[config.mk]
export PLATFORM = sky130hd
export DESIGN_NAME = aec_axis_enable_control
export DESIGN_NICKNAME = d
export VERILOG_FILES = /design/src/shared/aec_pkg.sv /design/src/verilog/aec_axis_enable_control.sv /design/src/verilog/aec_pin_filter.sv
export SDC_FILE = /design/constraint.sdc
export NUM_CORES = 1
export LEC_CHECK = 0
export ABC_AREA = 1
export BUFFER_PORTS_ARGS = -buffer_cell sky130_fd_sc_hd__buf_4
export CORE_MARGIN = 5
export CORE_UTILIZATION = 25
export DETAILED_ROUTE_END_ITERATION = 8
export MAX_ROUTING_LAYER = met4
export SLEW_MARGIN = 20
export SYNTH_ARGS = -nofsm -noshare
export SYNTH_HDL_FRONTEND = slang
export SYNTH_SLANG_ARGS = --single-unit
[constraint.sdc]
create_clock -name core_clk_i -period 4.58 [get_ports core_clk_i]
set_input_delay 0.916 -clock core_clk_i [delete_from_list [all_inputs] [get_ports core_clk_i]]
set_output_delay 0.916 -clock core_clk_i [all_outputs]
set_load 0.02 [all_outputs]
[src/shared/aec_pkg.sv]
package aec_pkg;

   localparam int unsigned WORD_W = 16;

   // Stop style codes
   localparam logic [15:0] STOP_EMERG = 16'h0000;
   localparam logic [15:0] STOP_IMMED = 16'h0001;
   localparam logic [15:0] STOP_JERK  = 16'h0002;

   // Fault identifiers and detail codes
   localparam logic [15:0] FID_NONE       = 16'h0000;
   localparam logic [15:0] FID_AXIS       = 16'h8001;
   localparam logic [15:0] FID_STOP_STYLE = 16'h8002;
   localparam logic [15:0] FID_DRIVE_LOST = 16'h8003;
   localparam logic [15:0] FDC_NONE       = 16'h0000;
   localparam logic [15:0] FDC_READY_DROP = 16'h0001;

   // Reset values
   localparam logic [15:0] SPEED_RST = 16'h0000;
   localparam logic [15:0] RATE_MIN  = 16'h0001;

   typedef enum logic [2:0] {
      ST_OFF,
      ST_WAIT_READY,
      ST_ON,
      ST_BRAKE,
      ST_FAULT
   } aec_state_t;

endpackage

[src/verilog/aec_axis_enable_control.sv]
module aec_axis_enable_control
   import aec_pkg::*;
(
   input  wire logic        core_clk_i,
   input  wire logic        reset_n_i,
   input  wire logic        enable_req_i,
   input  wire logic [15:0] stop_style_select_i,
   input  wire logic        drive_iface_cfg_i,
   input  wire logic        drive_ready_i,
   input  wire logic        jerk_ctrl_en_i,
   input  wire logic [15:0] emerg_decel_i,
   input  wire logic [15:0] jerk_limit_i,
   input  wire logic [15:0] target_speed_i,
   input  wire logic        axis_fault_i,
   input  wire logic [15:0] axis_fault_code_i,
   input  wire logic        motion_task_req_i,
   input  wire logic        task_is_ack_i,
   input  wire logic        home_done_i,
   output logic             drive_power_en_o,
   output logic             status_o,
   output logic             axis_enabled_bit_o,
   output logic             axis_stopped_bit_o,
   output logic             busy_o,
   output logic             error_o,
   output logic [15:0]      fault_identifier_o,
   output logic [15:0]      fault_detail_code_o,
   output logic             homed_o,
   output logic             pulse_en_o,
   output logic [15:0]      speed_o,
   output logic             task_abort_o,
   output logic             task_accept_o,
   output logic             task_reject_o
);

   aec_state_t  state_q;
   aec_state_t  state_d;
   logic        ready_ok;
   logic [15:0] style_q;
   logic [15:0] rate_q;
   logic [15:0] speed_q;
   logic [15:0] speed_d;
   logic [15:0] decel_eff;
   logic [15:0] rate_use;
   logic [16:0] rate_sum;
   logic [15:0] brake_next;
   logic        style_ok;
   logic        jerk_mode;
   logic        drive_lost;
   logic        style_bad_ev;
   logic        disable_ev;
   logic        status_q;
   logic        enabled_bit_q;
   logic        stopped_q;
   logic        busy_q;
   logic        power_q;
   logic        error_q;
   logic [15:0] fid_q;
   logic [15:0] fdc_q;
   logic        homed_q;
   logic        pulse_q;
   logic        abort_q;
   logic        accept_q;
   logic        reject_q;

   function automatic logic style_valid(input logic [15:0] s);
      style_valid = (s == STOP_EMERG) || (s == STOP_IMMED) || (s == STOP_JERK);
   endfunction
   function automatic logic fault_ack_ok();
      fault_ack_ok = motion_task_req_i && task_is_ack_i && !axis_fault_i;
   endfunction

   aec_pin_filter u_ready (
      .core_clk_i (core_clk_i),
      .reset_n_i  (reset_n_i),
      .pin_i      (drive_ready_i),
      .level_o    (ready_ok)
   );
   assign style_ok     = style_valid(stop_style_select_i);
   assign drive_lost   = (state_q == ST_ON) && drive_iface_cfg_i && !ready_ok;
   assign style_bad_ev = enable_req_i && !style_ok && (state_q == ST_OFF);
   assign disable_ev   = (state_q == ST_ON) && !enable_req_i;
   // Zero deceleration would never reach standstill
   assign decel_eff    = (emerg_decel_i == SPEED_RST) ? RATE_MIN : emerg_decel_i;
   assign jerk_mode    = (style_q == STOP_JERK) && jerk_ctrl_en_i;
   assign rate_use     = jerk_mode ? rate_q : decel_eff;
   assign rate_sum     = {1'b0, rate_q} + {1'b0, jerk_limit_i};
   assign brake_next   = (speed_q > rate_use) ? speed_q - rate_use : SPEED_RST;
   always_comb begin
      state_d = state_q;
      unique case (state_q)
         ST_OFF: begin
            if (enable_req_i && style_ok && !error_q) begin
               state_d = drive_iface_cfg_i ? ST_WAIT_READY : ST_ON;
            end
         end
         ST_WAIT_READY: begin
            if (axis_fault_i) begin
               state_d = ST_FAULT;
            end else if (!enable_req_i) begin
               state_d = ST_OFF;
            end else if (ready_ok) begin
               state_d = ST_ON;
            end
         end
         ST_ON: begin
            if (axis_fault_i || drive_lost) begin
               state_d = ST_FAULT;
            end else if (!enable_req_i) begin
               state_d = (stop_style_select_i == STOP_IMMED) ? ST_OFF : ST_BRAKE;
            end
         end
         ST_BRAKE: begin
            if (axis_fault_i) begin
               state_d = ST_FAULT;
            end else if (speed_q == SPEED_RST) begin
               state_d = ST_OFF;
            end
         end
         ST_FAULT: begin
            // Back to idle; idle re-enables while the request is still high
            if (fault_ack_ok()) begin
               state_d = ST_OFF;
            end
         end
      endcase
   end

   always_comb begin
      speed_d = SPEED_RST;
      if (state_d == ST_ON) begin
         speed_d = target_speed_i;
      end else if (state_d == ST_BRAKE) begin
         speed_d = (state_q == ST_BRAKE) ? brake_next : speed_q;
      end
   end

   always_ff @(posedge core_clk_i or negedge reset_n_i) begin
      if (!reset_n_i) begin
         state_q <= ST_OFF;
      end else begin
         state_q <= state_d;
      end
   end
   // Style latched at the start of a disable, invalid codes brake as style 0
   always_ff @(posedge core_clk_i or negedge reset_n_i) begin
      if (!reset_n_i) begin
         style_q <= STOP_EMERG;
      end else if (disable_ev) begin
         style_q <= style_ok ? stop_style_select_i : STOP_EMERG;
      end
   end
   // Jerk ramp: deceleration grows by the jerk each cycle up to its limit
   always_ff @(posedge core_clk_i or negedge reset_n_i) begin
      if (!reset_n_i) begin
         rate_q <= RATE_MIN;
      end else if (state_q != ST_BRAKE) begin
         rate_q <= (jerk_limit_i == SPEED_RST || jerk_limit_i > decel_eff) ? decel_eff : jerk_limit_i;
      end else if (rate_sum >= {1'b0, decel_eff}) begin
         rate_q <= decel_eff;
      end else begin
         rate_q <= rate_sum[15:0];
      end
   end
   always_ff @(posedge core_clk_i or negedge reset_n_i) begin
      if (!reset_n_i) begin
         speed_q   <= SPEED_RST;
         stopped_q <= 1'b1;
         pulse_q   <= 1'b0;
      end else begin
         speed_q   <= speed_d;
         stopped_q <= (speed_d == SPEED_RST);
         pulse_q   <= (speed_d != SPEED_RST);
      end
   end
   always_ff @(posedge core_clk_i or negedge reset_n_i) begin
      if (!reset_n_i) begin
         status_q      <= 1'b0;
         enabled_bit_q <= 1'b0;
         power_q       <= 1'b0;
         busy_q        <= 1'b0;
      end else begin
         status_q      <= (state_d == ST_ON) || (state_d == ST_BRAKE);
         enabled_bit_q <= (state_d == ST_ON) || (state_d == ST_BRAKE);
         power_q       <= (state_d != ST_OFF) && (state_d != ST_FAULT);
         busy_q        <= enable_req_i || (state_d != ST_OFF);
      end
   end
   // New fault wins over an acknowledge in the same cycle
   always_ff @(posedge core_clk_i or negedge reset_n_i) begin
      if (!reset_n_i) begin
         error_q <= 1'b0;
         fid_q   <= FID_NONE;
         fdc_q   <= FDC_NONE;
      end else if (axis_fault_i) begin
         error_q <= 1'b1;
         fid_q   <= FID_AXIS;
         fdc_q   <= axis_fault_code_i;
      end else if (drive_lost) begin
         error_q <= 1'b1;
         fid_q   <= FID_DRIVE_LOST;
         fdc_q   <= FDC_READY_DROP;
      end else if (style_bad_ev) begin
         error_q <= 1'b1;
         fid_q   <= FID_STOP_STYLE;
         fdc_q   <= stop_style_select_i;
      end else if (fault_ack_ok()) begin
         error_q <= 1'b0;
         fid_q   <= FID_NONE;
         fdc_q   <= FDC_NONE;
      end
   end
   always_ff @(posedge core_clk_i or negedge reset_n_i) begin
      if (!reset_n_i) begin
         homed_q <= 1'b0;
      end else if (state_d != ST_ON && state_d != ST_BRAKE) begin
         homed_q <= 1'b0;
      end else if (home_done_i) begin
         homed_q <= 1'b1;
      end
   end
   always_ff @(posedge core_clk_i or negedge reset_n_i) begin
      if (!reset_n_i) begin
         abort_q  <= 1'b0;
         accept_q <= 1'b0;
         reject_q <= 1'b0;
      end else begin
         abort_q  <= disable_ev || ((state_q == ST_ON || state_q == ST_BRAKE) && state_d == ST_FAULT);
         // Braking axis takes no new motion either
         accept_q <= motion_task_req_i && (task_is_ack_i || state_q == ST_ON);
         reject_q <= motion_task_req_i && !task_is_ack_i && state_q != ST_ON;
      end
   end

   assign drive_power_en_o    = power_q;
   assign status_o            = status_q;
   assign axis_enabled_bit_o  = enabled_bit_q;
   assign axis_stopped_bit_o  = stopped_q;
   assign busy_o              = busy_q;
   assign error_o             = error_q;
   assign fault_identifier_o  = fid_q;
   assign fault_detail_code_o = fdc_q;
   assign homed_o             = homed_q;
   assign pulse_en_o          = pulse_q;
   assign speed_o             = speed_q;
   assign task_abort_o        = abort_q;
   assign task_accept_o       = accept_q;
   assign task_reject_o       = reject_q;
endmodule // aec_axis_enable_control

[src/verilog/aec_pin_filter.sv]
module aec_pin_filter (
   input  wire logic core_clk_i,
   input  wire logic reset_n_i,
   input  wire logic pin_i,
   output logic      level_o
);
   logic s1_q;
   logic s2_q;
   logic s3_q;
   logic level_q;

   always_ff @(posedge core_clk_i or negedge reset_n_i) begin
      if (!reset_n_i) begin
         s1_q <= 1'b0;
         s2_q <= 1'b0;
         s3_q <= 1'b0;
      end else begin
         s1_q <= pin_i;
         s2_q <= s1_q;
         s3_q <= s2_q;
      end
   end

   // Change accepted only once two stages agree
   always_ff @(posedge core_clk_i or negedge reset_n_i) begin
      if (!reset_n_i) begin
         level_q <= 1'b0;
      end else if (s2_q == s3_q) begin
         level_q <= s3_q;
      end
   end

   assign level_o = level_q;
endmodule // aec_pin_filter

==> results summary, run 1 <==
The iteration count of the initial detailed-routing pass came out at 5. The global-route total usage across every layer came out at 14.8%. The most used flip-flop cell after synthesis is sky130_fd_sc_hd__dfrtp_1.

The total half-perimeter wirelength after legalization and detailed placement is 18600 um. The measured slew at the worst slew-check pin is 796 ps. The Yosys warning count is 0. Global routing consumed, on the met3 layer, 3.02% of the routing resources.

After clock tree synthesis, the flow added hold-fix buffers numbering 0. Global routing used 24.2% of the available met2 tracks. The number of antenna violations at the first check in global routing is 0. For met1 alone, demand over resource in global routing was 19.5%. 149 I/O pins were placed.

TritonCTS built the clock tree. The violation count after the first detailed-route iteration came out at 470. The signal on the critical path passes through buf_4 -> ha_1 -> fa_1 -> nand3_1 -> nand2_1 -> nand2_1 -> nand2_1 -> a21boi_0 -> o21ai_0 -> xor2_1 -> ha_1 -> a21oi_1 -> nor2_1 -> a211oi_1 -> nand2_1 -> nand2_1 -> nand2_1 -> nand2_1 -> nand3_1 -> buf_4 -> nand2_1 -> o21ai_0 -> nand2_1 -> nand2_1.

The die height is 177 um. The effective utilization at floorplan is 25.2%. The cell leakage power came out at 4.72 nW. Across the VDD grid, the largest voltage drop is 0.000212 V. In this run the critical register-to-register path is launched from style_q[4]. The number of distinct library cells after synthesis came out at 46. The floorplan die width is 177 um. The share of post-route cells with drive strength above 1 is 17.3%. Entering global routing, the biggest net connects 85 pins. The number of setup buffers added after CTS came out at 0. Relative to the synthesized area, the layout overhead comes to 25.5%. The final count of negative-setup-slack endpoints came out at 0.

The stage delay of the slowest cell on the critical path is 420 ps. The capturing element type of the critical path is a flip-flop. The number of levels the H-tree was split into is 3. The global-route congestion overflow total is 0. The combined buffer and inverter count along the critical path came out at 2. By area the synthesized netlist is led by sky130_fd_sc_hd__dfrtp_1 (30%), sky130_fd_sc_hd__nand2_1 (18%), sky130_fd_sc_hd__ha_1 (12%). The share of the clock period used by the worst path is 90.9%.

The placer congestion estimate came out at 0.906. In this run, synthesis produced a sequential element count of 84. Leaving out fill and tap cells, the most frequent cell in the layout is sky130_fd_sc_hd__nand2_1. The launch point of the critical path is jerk_limit_i[0]. The total count of hold-check failures in the final report came out at 0. The placement row count came out at 61.

The required time of the worst setup path came out at 4830 ps. Summing the sequential cell areas from Yosys gives 30.3% of the chip area. In the layout the commonest cells are sky130_fd_sc_hd__nand2_1 (336), sky130_fd_sc_hd__buf_4 (152), sky130_fd_sc_hd__inv_1 (110). Clock tree synthesis selected as its root buffer the cell sky130_fd_sc_hd__clkbuf_16. The flow ran to the end, and the final reports show no timing, DRC or antenna violations.

The peak-usage layer in the global routing report is met2. The post-route antenna net violation count is 0. The arrival time reported for the critical path endpoint is 4410 ps. The post-route core utilization came out at 31.6%. For the worst-skew pair, the clock arrives at the later sink with an insertion delay of 350 ps.

The fmax came out at 240 MHz. The number of vias in the routed layout came out at 7116. Dividing total power by cell area gives a power density of 449 nW/um2.

Setup repair after global routing left no endpoint under its margin. The post-CTS clock slew at the launch and capture registers of the worst setup and hold paths is 80 ps. Each instance of the synthesized netlist takes up on average 6.76 um2.

The tightest min-delay check is of the reg2reg type. Across the routed clock network, the largest skew measured is 12.4 ps. The number of max-slew violations in the final report is 0.

The full die area is 31200 um2. The top cell type's share of synthesized area came out at 29.6%. In this run the most critical hold path is launched from u_ready.s1_q. The cell with the largest stage delay on the worst path is sky130_fd_sc_hd__fa_1. The fraction of synthesis flops using an asynchronous set or reset pin is 100%. The detailed-route vias per instance is 4.59. The cell taking the most area after synthesis is sky130_fd_sc_hd__dfrtp_1. The critical path in this run is classified as in2reg. The number of gates resized after CTS came out at 0.

In this run the tightest slew margin relative to its limit is 46.9%. The maximum buffer depth of the clock tree came out at 2. The number of max-cap violations came out at 0. The number of clock sinks seen by CTS came out at 84. The via count of the first global-routing pass is 6865. The critical path startpoint category is an input pin. In the final timing run, aggregate negative setup slack is 0 ps. The highest fanout seen on the critical path is 21. The number of fill cells is 3036. The netlist area before placement is 6940 um2. The clock period minus final worst setup slack is 4170 ps. The final net count is 1322. The final antenna diode count is 0. The count of unresolved DRC violations after routing is 0. The kind of cell with the highest combined delay along the critical path is compound AO/OA/AOI/OAI gates. Dividing the detail-routed wire length by the instance count gives 14.7 um. Buffers placed on the I/O ports in this run total 135.

The standard cell core area is 27600 um2. The total clock buffers created by CTS is 9. The first-pass GRT wire length is 36100 um. Wires add up to 22700 um. The cell that appears most often on the critical path is sky130_fd_sc_hd__nand2_1. In this run, synthesis inferred 0 flip-flops with an integrated enable.

The instance count of the mapped netlist came out at 1026.
## cell type report
cell class	count	area [um2]	area share, %
Sequential cell	84	2100	24.2
Inverter	121	454	5.22
Timing Repair Buffer	153	1150	13.2
Multi-Input combinational cell	797	4220	48.5
Tap cell	378	473	5.43
Clock buffer	9	225	2.59
Clock inverter	7	76.3	0.877
## worst paths after layout
| kind | end | slack (ps) | depth (start not counted) |
|---|---|---|---|
| worst max-delay path | rate_q[15] | 410 | 24 |
| worst min-delay path | u_ready.s2_q | 360 | 0 |
| worst max register to register | pulse_en_o | 730 | 23 |
| worst min register to register | u_ready.s2_q | 360 | 0 |
| max in group asynchronous | rate_q[12] | 3410 | 1 |
| min in group asynchronous | u_ready.level_o | 640 | 1 |
## cells in the mapped netlist, types with 2 or more instances
| cell | number |
|---|---|
| sky130_fd_sc_hd__xor2_1 | 9 |
| sky130_fd_sc_hd__buf_6 | 2 |
| sky130_fd_sc_hd__o22ai_1 | 6 |
| sky130_fd_sc_hd__nand3_1 | 99 |
| sky130_fd_sc_hd__a21oi_1 | 51 |
| sky130_fd_sc_hd__o211ai_1 | 3 |
| sky130_fd_sc_hd__o21bai_1 | 2 |
| sky130_fd_sc_hd__nand2_1 | 336 |
| sky130_fd_sc_hd__ha_1 | 64 |
| sky130_fd_sc_hd__nor2_4 | 4 |
| sky130_fd_sc_hd__buf_4 | 14 |
| sky130_fd_sc_hd__o21a_1 | 2 |
| sky130_fd_sc_hd__inv_2 | 10 |
| sky130_fd_sc_hd__xnor2_1 | 11 |
| sky130_fd_sc_hd__dfrtp_1 | 82 |
| sky130_fd_sc_hd__nor2_1 | 80 |
| sky130_fd_sc_hd__nand3_2 | 2 |
| sky130_fd_sc_hd__buf_2 | 4 |
| sky130_fd_sc_hd__nor4_1 | 6 |
| sky130_fd_sc_hd__nand3b_1 | 4 |
| sky130_fd_sc_hd__nor3_1 | 7 |
| sky130_fd_sc_hd__nand4_1 | 18 |
| sky130_fd_sc_hd__clkbuf_1 | 15 |
| sky130_fd_sc_hd__fa_1 | 2 |
| sky130_fd_sc_hd__nand2_2 | 9 |
| sky130_fd_sc_hd__dfstp_2 | 2 |
| sky130_fd_sc_hd__o21ai_0 | 50 |
| sky130_fd_sc_hd__a31oi_1 | 3 |
| sky130_fd_sc_hd__a21boi_0 | 3 |
| sky130_fd_sc_hd__inv_1 | 110 |
## where the power goes
group	total, mW	internal (mW)	switching, mW
registers	1.01	0.889	0.122
clock network	0.748	0.387	0.361
logic	2.15	0.766	1.38
## per-stage QoR
| step | instances | setup WS (ps) | area, um2 | hold WS, ps | power [mW] |
|---|---|---|---|---|---|
| floorplan | 1038 | 737 | 6980 | 331 | 2.52 |
| global placement | 1533 | 47.2 | 8390 | 346 | 3.17 |
| detailed placement | 1533 | 46.7 | 8390 | 338 | 3.18 |
| CTS | 1549 | 394 | 8700 | 366 | 3.95 |
| global route | 1549 | 2.03 | 8700 | 370 | 4.26 |
| finish | 1549 | 415 | 8700 | 364 | 3.91 |
## kinds of logic after synthesis
logic type / share of synthesized area (%)
other cells: 0.0541
flops: 30.3
simple gates: 35.2
compound gates: 10.0
fa+ha+maj: 12.3
xor+xnor: 2.53
buf+inv: 9.54
## flip-flops by register name, indices dropped and copies added (netlist names)
register             count
axis_enabled_bit_o       1
axis_stopped_bit_o       1
busy_o                   1
drive_power_en_o         1
error_o                  1
fault_detail_code_o     16
fault_identifier_o       3
homed_o                  1
pulse_en_o               1
rate_q                  16
speed_o                 16
state_q                  3
style_q                 16
task_abort_o             1
task_accept_o            1
task_reject_o            1
u_ready.level_o          1
u_ready.s1_q             1
u_ready.s2_q             1
u_ready.s3_q             1
## per-layer routing
metal / part of all wire (%) / up-vias
li1: - / 3602
met1: 46 / 3253
met2: 46 / 240
met3: 7.0 / 21
met4: 0.96 / 0
met5: 0 / -
(Power assumes the default switching activity.)
==> run 2, diff against run 1 <==
CORE_MARGIN = 8   (was 5)
CORE_UTILIZATION = 27   (was 25)
==> run 2 against run 1 <==
  * Global-route usage rose by 0.31 points
  * Final cell count fell by 2.7%
  * Clock-buffer cell count did not move
  * Hold slack got worse by 14 ps
  * Largest cell class unchanged
  * Register-to-register slack improved by 30 ps
  * Fmax rose by 0.20%
  * Die area fell by 0.33%
  * Design area fell by 0.24%
  * Largest power group unchanged
  * Total power rose by 0.64%
==> results summary, run 2 (synthesis results as in run 1) <==
The run finished with clean final reports. The maximum vdd drop was 0.000220 V (+4.0%). The later-pin clock latency in the skew report is 350 ps (about the same).

The capturing element type of the critical path is a flip-flop. In this run the critical register-to-register path is launched from rate_q[0]. TritonCTS built the clock tree. The final worst slack came to 423 ps (+8.38 ps). The number of setup buffers added after CTS is 0 (unchanged). The number of max-cap violations came out at 0 (unchanged).

The post-route core utilization came out at 34.5% (+2.9 points). The standard cell core area is 25200 um2 (-8.6%). The count of unresolved DRC violations after routing came out at 0 (unchanged). The full die area came to 31100 um2 (-0.33%). The largest net degree at the start of global routing was 52 (-39%). The post-route antenna net violation count was 0 (unchanged).

The final sum of negative setup slack was 0 ps (unchanged). Setup repair after global routing left no endpoint under its margin. The number of clock sinks seen by CTS is 84 (unchanged). The number of instances in the placed design is 1490 (-2.8%). The count of input and output buffers was 135 (unchanged). The iteration count of the initial detailed-routing pass is 5 (unchanged).

The placer congestion estimate is 0.907 (about the same). The global-route congestion overflow total came out at 0 (unchanged). The effective utilization at floorplan is 27.5% (+2.4 points). The critical path ends at rate_q[4]. The clock period minus final worst setup slack came out at 4160 ps (-8.38 ps).

The endpoint identified for the worst register-to-register timing path is rate_q[4]. The worst reg2reg path depth came to 22 (-4.3%). The number of levels the H-tree was split into was 3 (unchanged).

The highest fanout seen on the critical path came out at 12 (-43%). The clock skew after layout is 14.4 ps (+2.01 ps). The die height came out at 176 um (-0.16%). The number of vias in the routed layout is 7118 (+0.028%). The overall routed net length is 23000 um (+1.3%). The post-CTS clock slew at the launch and capture registers of the worst setup and hold paths came to 80 ps (about the same).

The via count of the first global-routing pass came out at 7180 (+4.6%). The share of the clock period used by the worst path is 90.8% (-0.18 points). The fmax is 241 MHz (+0.20%).

The measured slew at the worst slew-check pin is 699 ps (-96.9 ps). The arrival time reported for the critical path endpoint came out at 4450 ps (+40 ps). The final net count is 1327 (+0.38%). The worst slew margin relative to its limit is 53.4% (+6.5 points). The worst slack at placement is 77.6 ps (+31.0 ps).

The cell leakage power is 4.74 nW (+0.46%). Leaving out fill and tap cells, the most frequent cell in the layout is sky130_fd_sc_hd__nand2_1. The critical path is of the in2reg type. The maximum buffer depth of the clock tree is 2 (unchanged). The final worst hold slack is 350 ps (-13.5 ps). The overall power after layout came out at 3.93 mW (+0.64%).

The number of max-slew violations in the final report came to 0 (unchanged). The first-pass GRT wire length is 37000 um (+2.6%). The start point of the worst hold path is u_ready.s1_q. The total count of hold-check failures in the final report came to 0 (unchanged). The hold buffer count at cts is 0 (unchanged). The floorplan die width is 176 um (-0.16%). The total half-perimeter wirelength after legalization and detailed placement is 18900 um (+1.8%). The number of antenna violations at the first check in global routing is 1 (+1).

The required time of the worst setup path came out at 4880 ps (+50 ps). The number of standard cells in the layout, taps in and fillers out was 1507 (-2.7%). The detailed-route vias per instance is 4.72 (+2.8%). STA classifies the critical path startpoint as an input pin. The final count of negative-setup-slack endpoints came out at 0 (unchanged). The worst hold path belongs to the class reg2reg. The detail-routed net length per standard cell is 15.3 um (+4.1%). The top cell types in the final layout, fill and taps aside, are sky130_fd_sc_hd__nand2_1 (336), sky130_fd_sc_hd__buf_4 (158), sky130_fd_sc_hd__inv_1 (110).

The share of post-route cells with drive strength above 1 was 17.6% (+0.35 points). The final design instance area without fill is 8680 um2 (-0.24%). The number of gates resized after CTS is 0 (unchanged). The register-to-register path setup slack was 760 ps (+30 ps).

The number of top-level design ports was 149 (unchanged). The post-place instance area came to 8370 um2 (-0.27%). The most critical setup path has its startpoint at jerk_limit_i[0]. The placement row count is 58 (-4.9%). The root buffer cell is sky130_fd_sc_hd__clkbuf_16. The hold-critical path depth is 0 (unchanged). The total clock buffers created by CTS came out at 9 (unchanged). The global-route total usage across every layer is 15.2% (+0.31 points). The areal power density over the cells came out at 453 nW/um2 (+0.88%). The post-synthesis to final-layout area growth is 25.2%. The violation count after the first detailed-route iteration came out at 496 (+5.5%).
[run 2: changes by cell type in the layout (fill, tap and decap cells not counted), sizes merged]
cell,delta
clkinv,-1
inv,+1
diode,+1
buf,+5
[run 2: critical path, cell delays in order]
cell and delay (ps):
sky130_fd_sc_hd__buf_4 130, sky130_fd_sc_hd__ha_1 220, sky130_fd_sc_hd__fa_1 410, sky130_fd_sc_hd__nand3_1 90, sky130_fd_sc_hd__nand2_1 80, sky130_fd_sc_hd__nand2_1 70
sky130_fd_sc_hd__nand2_1 100, sky130_fd_sc_hd__a21boi_0 340, sky130_fd_sc_hd__o21ai_0 170, sky130_fd_sc_hd__xor2_1 180, sky130_fd_sc_hd__ha_1 310, sky130_fd_sc_hd__a21oi_1 130
sky130_fd_sc_hd__nor2_1 60, sky130_fd_sc_hd__a211oi_1 210, sky130_fd_sc_hd__nand2_1 80, sky130_fd_sc_hd__nand2_1 60, sky130_fd_sc_hd__nand2_1 50, sky130_fd_sc_hd__nand2_1 80
sky130_fd_sc_hd__nand3_1 230, sky130_fd_sc_hd__buf_4 270, sky130_fd_sc_hd__a21oi_1 120, sky130_fd_sc_hd__o21ai_0 100, sky130_fd_sc_hd__nand2_1 70
[run 2: final cells by class]
cell class / count / area, um2
sequential: 84 / 2100
timing repair buffer: 158 / 1190
multi-input combinational: 797 / 4220
clock inverter: 7 / 78.8
clock buffer: 9 / 225
tap: 330 / 413
fill: 2792 / 16500
inverter: 121 / 454
antenna: 1 / 2.50
[run 2: worst min path at each step]
stage	slack [ps]	end
final	350	u_ready.s2_q
after global routing	350	u_ready.s2_q
after CTS	350	u_ready.s2_q
after detailed placement	340	u_ready.s2_q
after global placement	330	u_ready.s2_q
after floorplan	330	u_ready.s2_q
[run 2: where the power goes]
part | internal, mW | leakage [nW] | switching, mW
sequential | 0.889 | 1.06 | 0.116
combinational | 0.776 | 3.53 | 1.41
clock | 0.388 | 0.148 | 0.357
[run 2: layer usage]
| layer | global-route usage [%] | share of wire (%) |
|---|---|---|
| met2 | 25.3 | 47 |
| met1 | 19.0 | 46 |
| met3 | 3.14 | 6.0 |
| met4 | 2.37 | 0.68 |
| met5 | - | 0 |
